$ cat config.mk
export PLATFORM = sky130hd
export DESIGN_NAME = fbc_fifo_crc
export DESIGN_NICKNAME = d
export VERILOG_FILES = /design/src/rtl/fbc_pkg.sv /design/src/rtl/fbc_crc_byte.sv /design/src/rtl/fbc_fifo_crc.sv
export SDC_FILE = /design/constraint.sdc
export NUM_CORES = 1
export LEC_CHECK = 0
export ABC_AREA = 1
export BUFFER_PORTS_ARGS = -buffer_cell sky130_fd_sc_hd__clkbuf_2
export CAP_MARGIN = 20
export CORE_ASPECT_RATIO = 1.2
export CORE_MARGIN = 2
export CORE_UTILIZATION = 60
export CTS_CLUSTER_SIZE = 30
export DETAILED_ROUTE_END_ITERATION = 10
export GPL_TIMING_DRIVEN = 1
export PLACE_DENSITY = 0.78
export SKIP_LAST_GASP = 1
export SYNTH_ARGS = -nofsm -noshare
export SYNTH_HDL_FRONTEND = slang
export SYNTH_SLANG_ARGS = --single-unit
$ cat constraint.sdc
create_clock -name clk -period 7.5 [get_ports clk]
set_input_delay 1.125 -clock clk [delete_from_list [all_inputs] [get_ports clk]]
set_output_delay 1.125 -clock clk [all_outputs]
set_load 0.05 [all_outputs]
$ cat src/rtl/fbc_pkg.sv
package fbc_pkg;

    // ************************************************************
    // register map (byte addresses on the APB)
    // ************************************************************
    localparam logic [7:0] ADDR_DATA      = 8'h00;
    localparam logic [7:0] ADDR_FILL      = 8'h04;
    localparam logic [7:0] ADDR_ERROR     = 8'h08;
    localparam logic [7:0] ADDR_STATUS    = 8'h0C;
    localparam logic [7:0] ADDR_THRESH    = 8'h10;
    localparam logic [7:0] ADDR_IRQ_EN    = 8'h14;
    localparam logic [7:0] ADDR_IRQ       = 8'h18;
    localparam logic [7:0] ADDR_MODE      = 8'h1C;
    localparam logic [7:0] ADDR_MISC_IRQ  = 8'h20;
    localparam logic [7:0] ADDR_CRC_HI    = 8'h24;
    localparam logic [7:0] ADDR_CRC_LO    = 8'h28;
    localparam logic [7:0] ADDR_CRC_CMD   = 8'h2C;

    // ************************************************************
    // field positions
    // ************************************************************
    localparam int FILL_CLEAR_BIT   = 7;
    localparam int ERR_OVERRUN_BIT  = 4;
    localparam int STAT_EMPTY_BIT   = 0;
    localparam int STAT_FULL_BIT    = 1;
    localparam int STAT_CRC_RDY_BIT = 5;
    localparam int IRQ_EMPTY_BIT    = 2;
    localparam int IRQ_FULL_BIT     = 3;
    localparam int MODE_ORDER_BIT   = 7;
    localparam int MISC_CRC_BIT     = 2;
    localparam int CMD_START_BIT    = 0;
    localparam int THRESH_W         = 6;

    // ************************************************************
    // checksum constants
    // ************************************************************
    localparam logic [15:0] CRC_POLY     = 16'h1021;
    localparam logic [15:0] PRESET_0     = 16'h0000;
    localparam logic [15:0] PRESET_1     = 16'h6363;
    localparam logic [15:0] PRESET_2     = 16'hA671;
    localparam logic [15:0] PRESET_3     = 16'hFFFF;
    localparam logic [5:0]  THRESH_RESET = 6'h08;

endpackage : fbc_pkg

$ cat src/rtl/fbc_crc_byte.sv
`timescale 1ns/1ps
// one byte through the x^16+x^12+x^5+1 checksum, selectable bit order
module fbc_crc_byte (
    input  wire logic [15:0] crc_in,
    input  wire logic [7:0]  data,
    input  wire logic        msb_first,
    output logic      [15:0] crc_out
);
    always_comb begin
        logic [15:0] c;
        logic        fb;
        c = crc_in;
        fb = 1'b0;
        for (int i = 0; i < 8; i++) begin
            if (msb_first) begin
                fb = c[15] ^ data[7 - i];
                c  = {c[14:0], 1'b0} ^ (fb ? fbc_pkg::CRC_POLY : 16'h0000);
            end else begin
                // reflected form of the same polynomial
                fb = c[0] ^ data[i];
                c  = {1'b0, c[15:1]} ^ (fb ? 16'h8408 : 16'h0000);
            end
        end
        crc_out = c;
    end
endmodule : fbc_crc_byte

$ cat src/rtl/fbc_fifo_crc.sv
`timescale 1ns/1ps
module fbc_fifo_crc #(
    parameter int DEPTH  = 64,
    parameter int DATA_W = 8
) (
    input  wire logic              clk,
    input  wire logic              rst,
    input  wire logic              psel,
    input  wire logic              penable,
    input  wire logic              pwrite,
    input  wire logic [7:0]        paddr,
    input  wire logic [31:0]       pwdata,
    output logic                   pready,
    output logic      [31:0]       prdata,
    output logic                   pslverr,
    input  wire logic              eng_wr,
    input  wire logic [DATA_W-1:0] eng_wdata,
    input  wire logic              eng_rd,
    output logic      [DATA_W-1:0] eng_rdata,
    output logic                   eng_empty,
    output logic                   eng_full,
    output logic                   irq
);
    // ************************************************************
    // parameter checks
    // ************************************************************
    // pointers wrap by overflow, and the count needs one bit more
    localparam int PTR_W = $clog2(DEPTH);
    if (DEPTH != 64 || DATA_W != 8) begin : g_bad_size
        $error("fbc_fifo_crc: only 64 x 8 is supported");
    end

    // ************************************************************
    // state
    // ************************************************************
    typedef enum logic [1:0] {
        FBC_IDLE = 2'b01,
        FBC_RUN  = 2'b10
    } fbc_crc_state_type;

    // one packed word holds every flop of the block except storage
    typedef struct packed {
        logic [PTR_W-1:0]  wr_ptr;
        logic [PTR_W-1:0]  rd_ptr;
        logic [PTR_W:0]    count;
        logic              overrun;
        logic [5:0]        thresh;
        logic              empty_ie;
        logic              full_ie;
        logic              empty_irq;
        logic              full_irq;
        logic              empty_prev;
        logic              full_prev;
        logic [1:0]        preset_sel;
        logic              msb_first;
        logic [15:0]       crc;
        logic              crc_ready;
        logic              crc_irq;
        fbc_crc_state_type crc_state;
        logic [31:0]       rdata;
        logic [DATA_W-1:0] eng_rdata;
    } fbc_state_type;

    fbc_state_type     st;
    fbc_state_type     next_st;
    logic [DATA_W-1:0] mem [DEPTH];
    logic [15:0]       crc_step;
    logic [15:0]       preset;
    logic              empty_stat;
    logic              full_stat;
    logic              acc;
    logic              wr_acc;
    logic              rd_acc;
    logic              push;
    logic              pop;
    logic [DATA_W-1:0] push_data;
    logic [DATA_W-1:0] head;

    // storage is read combinationally at the read pointer
    assign head = mem[st.rd_ptr];

    fbc_crc_byte u_crc (
        .crc_in    (st.crc),
        .data      (head),
        .msb_first (st.msb_first),
        .crc_out   (crc_step)
    );

    // ************************************************************
    // combinational status
    // ************************************************************
    assign acc        = psel && penable;
    assign wr_acc     = acc && pwrite;
    assign rd_acc     = acc && !pwrite;
    // every access completes at once: no wait state is inserted
    assign pready     = 1'b1;
    assign pslverr    = 1'b0;
    assign prdata     = st.rdata;
    assign eng_rdata  = st.eng_rdata;
    // engine status flags decode the count directly
    assign eng_empty  = (st.count == '0);
    assign eng_full   = (st.count == (PTR_W + 1)'(DEPTH));
    assign full_stat  = ((PTR_W + 1)'(DEPTH) - st.count) <=
                        {1'b0, st.thresh};
    assign empty_stat = st.count <= {1'b0, st.thresh};
    // level output: it stays high until software clears the flag or its enable bit
    assign irq        = (st.empty_irq && st.empty_ie) ||
                        (st.full_irq && st.full_ie);

    always_comb begin
        // all four codes are legal, so the case needs no default
        unique case (st.preset_sel)
            2'b00: preset = fbc_pkg::PRESET_0;
            2'b01: preset = fbc_pkg::PRESET_1;
            2'b10: preset = fbc_pkg::PRESET_2;
            2'b11: preset = fbc_pkg::PRESET_3;
        endcase
    end

    // ************************************************************
    // buffer storage
    // ************************************************************
    always_comb begin
        push      = 1'b0;
        push_data = eng_wdata;
        if (wr_acc && paddr == fbc_pkg::ADDR_DATA) begin
            push      = 1'b1;
            push_data = pwdata[DATA_W-1:0];
        end else if (eng_wr) begin
            push = 1'b1;
        end
    end

    // storage has no reset: a clear moves only the pointers, so old
    // bytes become unreachable without a wide reset tree
    always_ff @(posedge clk) begin
        if (push && !eng_full) begin
            mem[st.wr_ptr] <= push_data;
        end
    end

    // ************************************************************
    // next state
    // ************************************************************
    always_comb begin
        logic clear;
        logic start;
        next_st = st;
        clear   = wr_acc && paddr == fbc_pkg::ADDR_FILL &&
                  pwdata[fbc_pkg::FILL_CLEAR_BIT];
        start   = wr_acc && paddr == fbc_pkg::ADDR_CRC_CMD &&
                  pwdata[fbc_pkg::CMD_START_BIT];
        pop     = 1'b0;

        // ************************************************************
        // host and engine reads; checksum unit also drains the buffer
        // ************************************************************
        // the host wins a tie, then the engine; a byte lost in a tie goes
        // to the winner and never enters the checksum
        if (rd_acc && paddr == fbc_pkg::ADDR_DATA && !eng_empty) begin
            pop = 1'b1;
        end else if (eng_rd && !eng_empty) begin
            pop               = 1'b1;
            next_st.eng_rdata = head;
        end else if (st.crc_state == FBC_RUN && !eng_empty) begin
            pop         = 1'b1;
            next_st.crc = crc_step;
        end

        // ************************************************************
        // read data decode
        // ************************************************************
        // decoded every cycle; the value loaded as the setup cycle ends
        // is what the bus master takes in the access cycle
        next_st.rdata = 32'h0000_0000;
        unique case (paddr)
            fbc_pkg::ADDR_DATA:
                next_st.rdata[DATA_W-1:0] = eng_empty ? '0 : head;
            fbc_pkg::ADDR_FILL:
                next_st.rdata[PTR_W:0] = st.count;
            fbc_pkg::ADDR_ERROR:
                next_st.rdata[fbc_pkg::ERR_OVERRUN_BIT] = st.overrun;
            fbc_pkg::ADDR_STATUS: begin
                next_st.rdata[fbc_pkg::STAT_EMPTY_BIT]   = empty_stat;
                next_st.rdata[fbc_pkg::STAT_FULL_BIT]    = full_stat;
                next_st.rdata[fbc_pkg::STAT_CRC_RDY_BIT] = st.crc_ready;
            end
            fbc_pkg::ADDR_THRESH:
                next_st.rdata[fbc_pkg::THRESH_W-1:0] = st.thresh;
            fbc_pkg::ADDR_IRQ_EN: begin
                next_st.rdata[fbc_pkg::IRQ_EMPTY_BIT] = st.empty_ie;
                next_st.rdata[fbc_pkg::IRQ_FULL_BIT]  = st.full_ie;
            end
            fbc_pkg::ADDR_IRQ: begin
                next_st.rdata[fbc_pkg::IRQ_EMPTY_BIT] = st.empty_irq;
                next_st.rdata[fbc_pkg::IRQ_FULL_BIT]  = st.full_irq;
            end
            fbc_pkg::ADDR_MODE: begin
                next_st.rdata[fbc_pkg::MODE_ORDER_BIT] = st.msb_first;
                next_st.rdata[1:0]                     = st.preset_sel;
            end
            fbc_pkg::ADDR_MISC_IRQ:
                next_st.rdata[fbc_pkg::MISC_CRC_BIT] = st.crc_irq;
            fbc_pkg::ADDR_CRC_HI:
                next_st.rdata[7:0] = st.crc[15:8];
            fbc_pkg::ADDR_CRC_LO:
                next_st.rdata[7:0] = st.crc[7:0];
            default: ;
        endcase

        // ************************************************************
        // pointer and count update
        // ************************************************************
        // a refused byte never reaches storage, so the bytes already held
        // stay intact for software to drain
        // an accepted push and a pop in one cycle leave the count alone
        if (push && !eng_full) begin
            next_st.wr_ptr = st.wr_ptr + 1'b1;
        end else if (push) begin
            next_st.overrun = 1'b1;
        end
        if (pop) begin
            next_st.rd_ptr = st.rd_ptr + 1'b1;
        end
        if ((push && !eng_full) && !pop) begin
            next_st.count = st.count + 1'b1;
        end else if (!(push && !eng_full) && pop) begin
            next_st.count = st.count - 1'b1;
        end

        // ************************************************************
        // configuration writes; flags are write-one-to-clear
        // ************************************************************
        if (wr_acc) begin
            unique case (paddr)
                fbc_pkg::ADDR_THRESH:
                    next_st.thresh = pwdata[fbc_pkg::THRESH_W-1:0];
                fbc_pkg::ADDR_IRQ_EN: begin
                    next_st.empty_ie = pwdata[fbc_pkg::IRQ_EMPTY_BIT];
                    next_st.full_ie  = pwdata[fbc_pkg::IRQ_FULL_BIT];
                end
                fbc_pkg::ADDR_IRQ: begin
                    if (pwdata[fbc_pkg::IRQ_EMPTY_BIT]) begin
                        next_st.empty_irq = 1'b0;
                    end
                    if (pwdata[fbc_pkg::IRQ_FULL_BIT]) begin
                        next_st.full_irq = 1'b0;
                    end
                end
                fbc_pkg::ADDR_MODE: begin
                    next_st.msb_first  = pwdata[fbc_pkg::MODE_ORDER_BIT];
                    next_st.preset_sel = pwdata[1:0];
                end
                fbc_pkg::ADDR_MISC_IRQ:
                    if (pwdata[fbc_pkg::MISC_CRC_BIT]) begin
                        next_st.crc_irq = 1'b0;
                    end
                default: ;
            endcase
        end

        // ************************************************************
        // alert edges: a set in the same cycle beats a clear
        // ************************************************************
        // the empty detector starts high so that reset raises no flag
        next_st.empty_prev = empty_stat;
        next_st.full_prev  = full_stat;
        if (empty_stat && !st.empty_prev) begin
            next_st.empty_irq = 1'b1;
        end
        if (full_stat && !st.full_prev) begin
            next_st.full_irq = 1'b1;
        end

        // ************************************************************
        // checksum sequencer
        // ************************************************************
        // a start while a run is busy is ignored
        unique case (st.crc_state)
            FBC_IDLE: begin
                if (start) begin
                    next_st.crc       = preset;
                    next_st.crc_ready = 1'b0;
                    next_st.crc_state = FBC_RUN;
                end
            end
            FBC_RUN: begin
                if (eng_empty) begin
                    next_st.crc_ready = 1'b1;
                    next_st.crc_irq   = 1'b1;
                    next_st.crc_state = FBC_IDLE;
                end
            end
        endcase

        // ************************************************************
        // clear wins over anything else on pointers and overrun
        // ************************************************************
        // a push in the clear cycle is lost on purpose: software asked
        // for an empty buffer
        if (clear) begin
            next_st.wr_ptr  = '0;
            next_st.rd_ptr  = '0;
            next_st.count   = '0;
            next_st.overrun = 1'b0;
        end
    end

    // ************************************************************
    // registers
    // ************************************************************
    always_ff @(posedge clk or posedge rst) begin
        if (rst) begin
            st            <= '0;
            st.thresh     <= fbc_pkg::THRESH_RESET;
            st.empty_prev <= 1'b1;
            st.crc_state  <= FBC_IDLE;
        end else begin
            st <= next_st;
        end
    end

endmodule : fbc_fifo_crc

==> results.cfg, run 1 <==
[sta]
period_share_pct = 69.8
hold_viol = 0
period_minus_slack_ps = 5240
setup_violations = 0
final-max-slew-violation-count = 0
timing.hold.ws_ps = 485
tightestPinTransition_ps = 1040
fin_worst_skew_ps = 24.5
rsz0062_at_grt = false
max_freq_ghz = 0.191
tns_ps = 0
slew_headroom_pct = 30.2

[placement]
place.gp.congestion = 0.974
dp.final_hpwl_mm = 39.5
portBuffers = 49

[synth]
ys_seq_elements = 583
synth_top_area_share_pct = 58.8
synth_flop_cell = edfxtp_1
netlist_area_um2 = 26100
synthTopCellsByArea = edfxtp_1, dfrtp_1, nand2_1
post_synth_num_cell_types = 47
netlist_instances = 2404
synth_edf_count = 512
synth_area_per_cell_um2 = 10.9
synthArstFlopShare_pct = 12.2
ys_seq_area_share_pct = 65.6
synth_warnings = 0
yosysTopAreaCell = edfxtp_1

[worst_setup_path]
reg2reg_slack_ps = 2260
timing.rr.start = st[83]
path_max_fanout = 107
setup.worst_path.start = st[83]
end_kind = flop
endpoint = st[54]
r2r-end = st[54]
crit_type = flop to flop
crit_arrival_ps = 5710
cp_data_required_time_ps = 7980
reg2regPathDepth = 27
start_kind = flop

[route]
routed_wl_mm = 66.5
vias = 18700
viasPerCell = 6.25
drt_iter0_markers = 2186
dr.pass1.iters = 7
wl_per_cell_um = 22.3
drc = 0
final_antenna_net_count = 0

[floorplan]
die_w_um = 195
ioPinCount = 100
initial_core_util_pct = 60.9
core_area_um2 = 42900
die-area_um2 = 45300
die_h_um = 233
row_count = 83

[clock_tree]
htreeDepth = 2
clk_path_buf_depth = 3
cts.sinks = 583
cts_buffers = 54
ctsHoldBuffers = 0
ctsResizeCount = 0
cts_root_buf = clkbuf_16
clk_latency_ps = 600
clkTransAtPathRegs_ps = 60
cts_tree = built
cts_setup_buffers = 0

[global_routing]
grt_max_degree = 209
grt_pass1_wl_mm = 101
grt_pass1_vias = 18000
overflow = 0
grtUsageTotal_pct = 29.3
antenna_found_initial = 0

[final_layout]
final_layout_size_suffix_gt1_share_pct = 8.91
synthToLayoutAreaGrowth_pct = 7.60
fillCellCount = 3092
nets = 2467
insertedDiodeCount = 0

[job]
cap_violations = 0

[status]
status = finished, final reports clean

[power_and_ir_drop]
ir_drop_uv = 306
leakagePower_nw = 10.3
fin_total_pwr_w = 0.0116
p_per_area_nw_per_um2 = 413

[hold_path]
min_path_type = flop to flop
==> worst min-delay path by stage <==
| stage | start | end | slack [ps] | cells after the start |
|---|---|---|---|---|
| finish | eng_rdata[4] | eng_rdata[4] | 490 | 2 |
| detailed placement | eng_rdata[4] | eng_rdata[4] | 470 | 2 |
| CTS | eng_rdata[4] | eng_rdata[4] | 490 | 2 |
| global placement | eng_rdata[6] | eng_rdata[6] | 460 | 2 |
| floorplan | st[82] | st[64] | 440 | 1 |
| global route | st[68] | st[68] | 510 | 2 |
==> metal layers <==
metal	GRT usage, %	wire length, um
met1	36.9	24100
met3	3.78	5910
met2	49.1	32500
met5	0	0
met4	17.5	4010
==> placed cells by master (no fill, tap or decap), types with 49 or more instances in the layout <==
cell type and n:
dfrtp_1 65, o21ai_0 195, o21ai_1 85, nor2_1 305
nand3_1 233, inv_1 114, clkbuf_16 54, o22ai_1 108
edfxtp_1 512, nand2_1 408, clkbuf_2 49
==> where the power goes <==
group          total, W  internal [W]  switching [W]
Clock           0.00276       0.00157        0.00119
Sequential      0.00405       0.00376       0.000288
Combinational   0.00481       0.00138        0.00343
==> layout make-up <==
type	instances	area (um^2)	area share, %
clock buffer	66	1400	4.97
sequential	583	17200	61.0
multi-input combinational	1557	7580	26.9
timing repair buffer	73	463	1.65
clock inverter	33	365	1.30
inverter	123	468	1.66
tap	552	691	2.46
==> worst max-delay path, cell delays in order, from the launching register on <==
cell,delay (ps)
dfrtp_4,700
inv_6,700
buf_4,520
nand2_1,100
nand3_1,110
nand3_1,100
nand2_1,100
nand2_1,60
nand3_1,230
nand3_1,240
nand2_2,190
nand2_1,90
nand3_2,140
nand2_2,80
nand2_1,70
nand3_2,130
nand3_1,230
nand3_1,170
nand3_1,150
nand3_1,80
nand3_1,150
nand3_1,160
nand3_1,120
nand2_1,60
nand2_1,50
nand3_1,90
nand2_1,100
nand2_1,50
==> cells by family after synthesis <==
logic type,after synthesis,synth area share [%]
and+or+nand+nor,1021,16.7
muxes,1,0.0431
xor gates and xnor gates,13,0.436
AOI/OAI and AO/OA,476,10.1
other,2,0.0287
adders and majority gates,20,0.986
DFF,583,65.6
buffers and inverters,288,6.03
==> stage by stage <==
| stage | setup WS, ps | cells | utilization (%) | instance area, um^2 |
|---|---|---|---|---|
| after floorplan | 2120 | 2428 | - | 26200 |
| after global placement | 2380 | 2888 | 61.5 | 26400 |
| after detailed placement | 2150 | 2888 | 61.5 | 26400 |
| after CTS | 2490 | 2987 | 65.6 | 28100 |
| after global routing | 1900 | 2987 | 65.6 | 28100 |
| final | 2260 | 2987 | 65.6 | 28100 |
==> flip-flops by register name (all words and copies together) (netlist names) <==
name	count
prdata	8
eng_rdata	8
st	55
mem	512
==> cells in the mapped netlist (2+ instances only) <==
library cell and instances:
a211oi_1 3, a21o_1 2, a21oi_1 41, a221oi_1 6, buf_1 3, buf_2 36, buf_4 65, buf_6 23
clkbuf_1 36, conb_1 2, dfrtp_1 68, dfstp_2 3, edfxtp_1 512, ha_1 19, inv_1 116, inv_2 5
nand2_1 408, nand2_2 21, nand3_1 233, nand3_2 18, nand4_1 9, nor2_1 305, nor3_1 22, o2111ai_1 3
o211ai_1 10, o211ai_2 3, o21ai_0 202, o21ai_1 85, o221ai_1 7, o22ai_1 108, o31ai_1 3, xnor2_1 3
xor2_1 10
No activity file was read; power rests on OpenSTA's default activity.
==> run 2, diff against run 1 <==
CORE_UTILIZATION = 56   (was 60)
PLACE_DENSITY = 0.76   (was 0.78)
clock period = 4.7 ns   (was 7.5 ns; I/O delays follow)
==> results.cfg, run 2 (synthesis gave the netlist of run 1 again) <==
[route]
vias = 18600
final_antenna_net_count = 0
drt_iter0_markers = 2088
wl_per_cell_um = 21.7
viasPerCell = 6.01
dr.pass1.iters = 6
drc = 0
routed_wl_mm = 66.9

[power_and_ir_drop]
switchingPower_w = 0.00793
leakagePower_nw = 10.5
ir_drop_uv = 384
internal_power_w = 0.0111
p_per_area_nw_per_um2 = 663
comb_power_share_pct = 43.1
switching_share_pct = 41.7
pwr-share-clk_pct = 23.8
seqPwrFrac_pct = 33.1

[worst_setup_path]
start_kind = flop
crit_arrival_ps = 4770
cp_cell_sequence = inv_1 -> ha_1 -> nand3_1 -> nor3_1 -> inv_1 -> nor2_1 -> inv_1 -> nand3_1 -> nand2_1 -> nor2_1 -> inv_1 -> ha_1 -> a21oi_1 -> o21ai_0 -> a21o_1 -> a21oi_1 -> xor2_1 -> xor2_1 -> o22ai_1
cp_data_required_time_ps = 5180
path_max_fanout = 6
end_kind = flop
setup.worst_path.start = st[77]
crit_type = flop to flop
slowest_stage = dfrtp_1
path_common_cell = inv_1
cpPeakStageDelay_ps = 410
timing.rr.start = st[77]

[floorplan]
die_h_um = 241
die-area_um2 = 48400
ioPinCount = 100
initial_core_util_pct = 56.8
core_area_um2 = 46100
row_count = 86
die_w_um = 201

[final_layout]
largest_reg_flops = 512
largestRegisters = mem x512, st x55
synthToLayoutAreaGrowth_pct = 9.61
mostFrequentLayoutCells = edfxtp_1, nand2_1, nor2_1
final_layout_size_suffix_gt1_share_pct = 10.2
nets = 2502
top_register = mem
stdcell_area_um2 = 28600
insertedDiodeCount = 0
layout.cells.non_filler = 3086
final_common_cell = edfxtp_1

[sta]
hold_viol = 0
fin_worst_skew_ps = 27.5
tns_ps = 0
max_freq_ghz = 0.234
fin_ws_ps = 420
final-max-slew-violation-count = 0
rsz0062_at_grt = false
tightestPinTransition_ps = 1080
setup_violations = 0
slew_headroom_pct = 27.6
period_share_pct = 91.1
period_minus_slack_ps = 4280

[clock_tree]
ctsResizeCount = 0
cts.sinks = 583
cts_setup_buffers = 0
clk_latency_ps = 610
cts_tree = built
cts_root_buf = clkbuf_16
htreeDepth = 2
clk_path_buf_depth = 3
ctsHoldBuffers = 0
cts_buffers = 54
clkTransAtPathRegs_ps = 70

[placement]
postPlaceCellArea_um2 = 26800
place.gp.congestion = 0.951
dp.final_hpwl_mm = 41.9
dp_cells = 2987
pre_cts_ws_ps = 469
portBuffers = 49

[global_routing]
grt_max_degree = 97
grtUsageTotal_pct = 28.0
antenna_found_initial = 0
grt_pass1_vias = 18300
overflow = 0
grt_pass1_wl_mm = 104

[status]
status = finished, final reports clean

[job]
cap_violations = 0

[hold_path]
min_path_type = input pin to async pin
-- run 2: final cells by class --
type | instances | area (um^2)
Tap cell | 616 | 771
Timing Repair Buffer | 108 | 851
Inverter | 123 | 468
Clock buffer | 65 | 1400
Sequential cell | 583 | 17200
Multi-Input combinational cell | 1557 | 7580
Clock inverter | 34 | 417
Fill cell | 3535 | 17400
-- run 2: worst paths after layout --
path                       depth (start not counted)  slack (ps)      endpoint
max                                               19         420        st[82]
min                                                2         300        st[41]
max reg2reg                                       19         420        st[82]
min reg2reg                                        2         490  eng_rdata[6]
max in group asynchronous                          3        3420     prdata[1]
min in group clk                                   3         440        st[72]
-- run 2: power groups by stage --
| stage | clock network (W) | registers, W | logic, W |
|---|---|---|---|
| floorplan | 0 | 0.00627 | 0.00591 |
| global placement | 0 | 0.00637 | 0.00780 |
| detailed placement | 0 | 0.00638 | 0.00801 |
| CTS | 0.00454 | 0.00628 | 0.00806 |
| global route | 0.00474 | 0.00632 | 0.00897 |
| finish | 0.00452 | 0.00629 | 0.00820 |
-- run 2: stage by stage --
stage,total power (W),util (%),hold WS (ps)
detailed placement,0.0144,58.3,473
global route,0.0200,62.2,365
CTS,0.0189,62.2,317
global placement,0.0142,58.3,465
finish,0.0190,62.2,297
floorplan,0.0122,-,435
-- run 2: critical path: cells and delay by family, from the launching register on --
family / cells / cell delay (ps)
DFF: 1 / 410
xor gates and xnor gates: 2 / 360
AOI/OAI and AO/OA: 5 / 730
and+or+nand+nor: 6 / 1290
buffers and inverters: 4 / 730
adders and majority gates: 2 / 630
-- run 2: metal layers --
metal / vias up / part of all wire [%] / track usage, % / routed length (um)
li1: 8520 / - / - / -
met1: 8812 / 37 / 35.4 / 24900
met2: 1027 / 49 / 47.6 / 32600
met3: 199 / 8.7 / 4.10 / 5810
met4: 0 / 5.4 / 14.6 / 3640
met5: - / 0 / 0 / 0
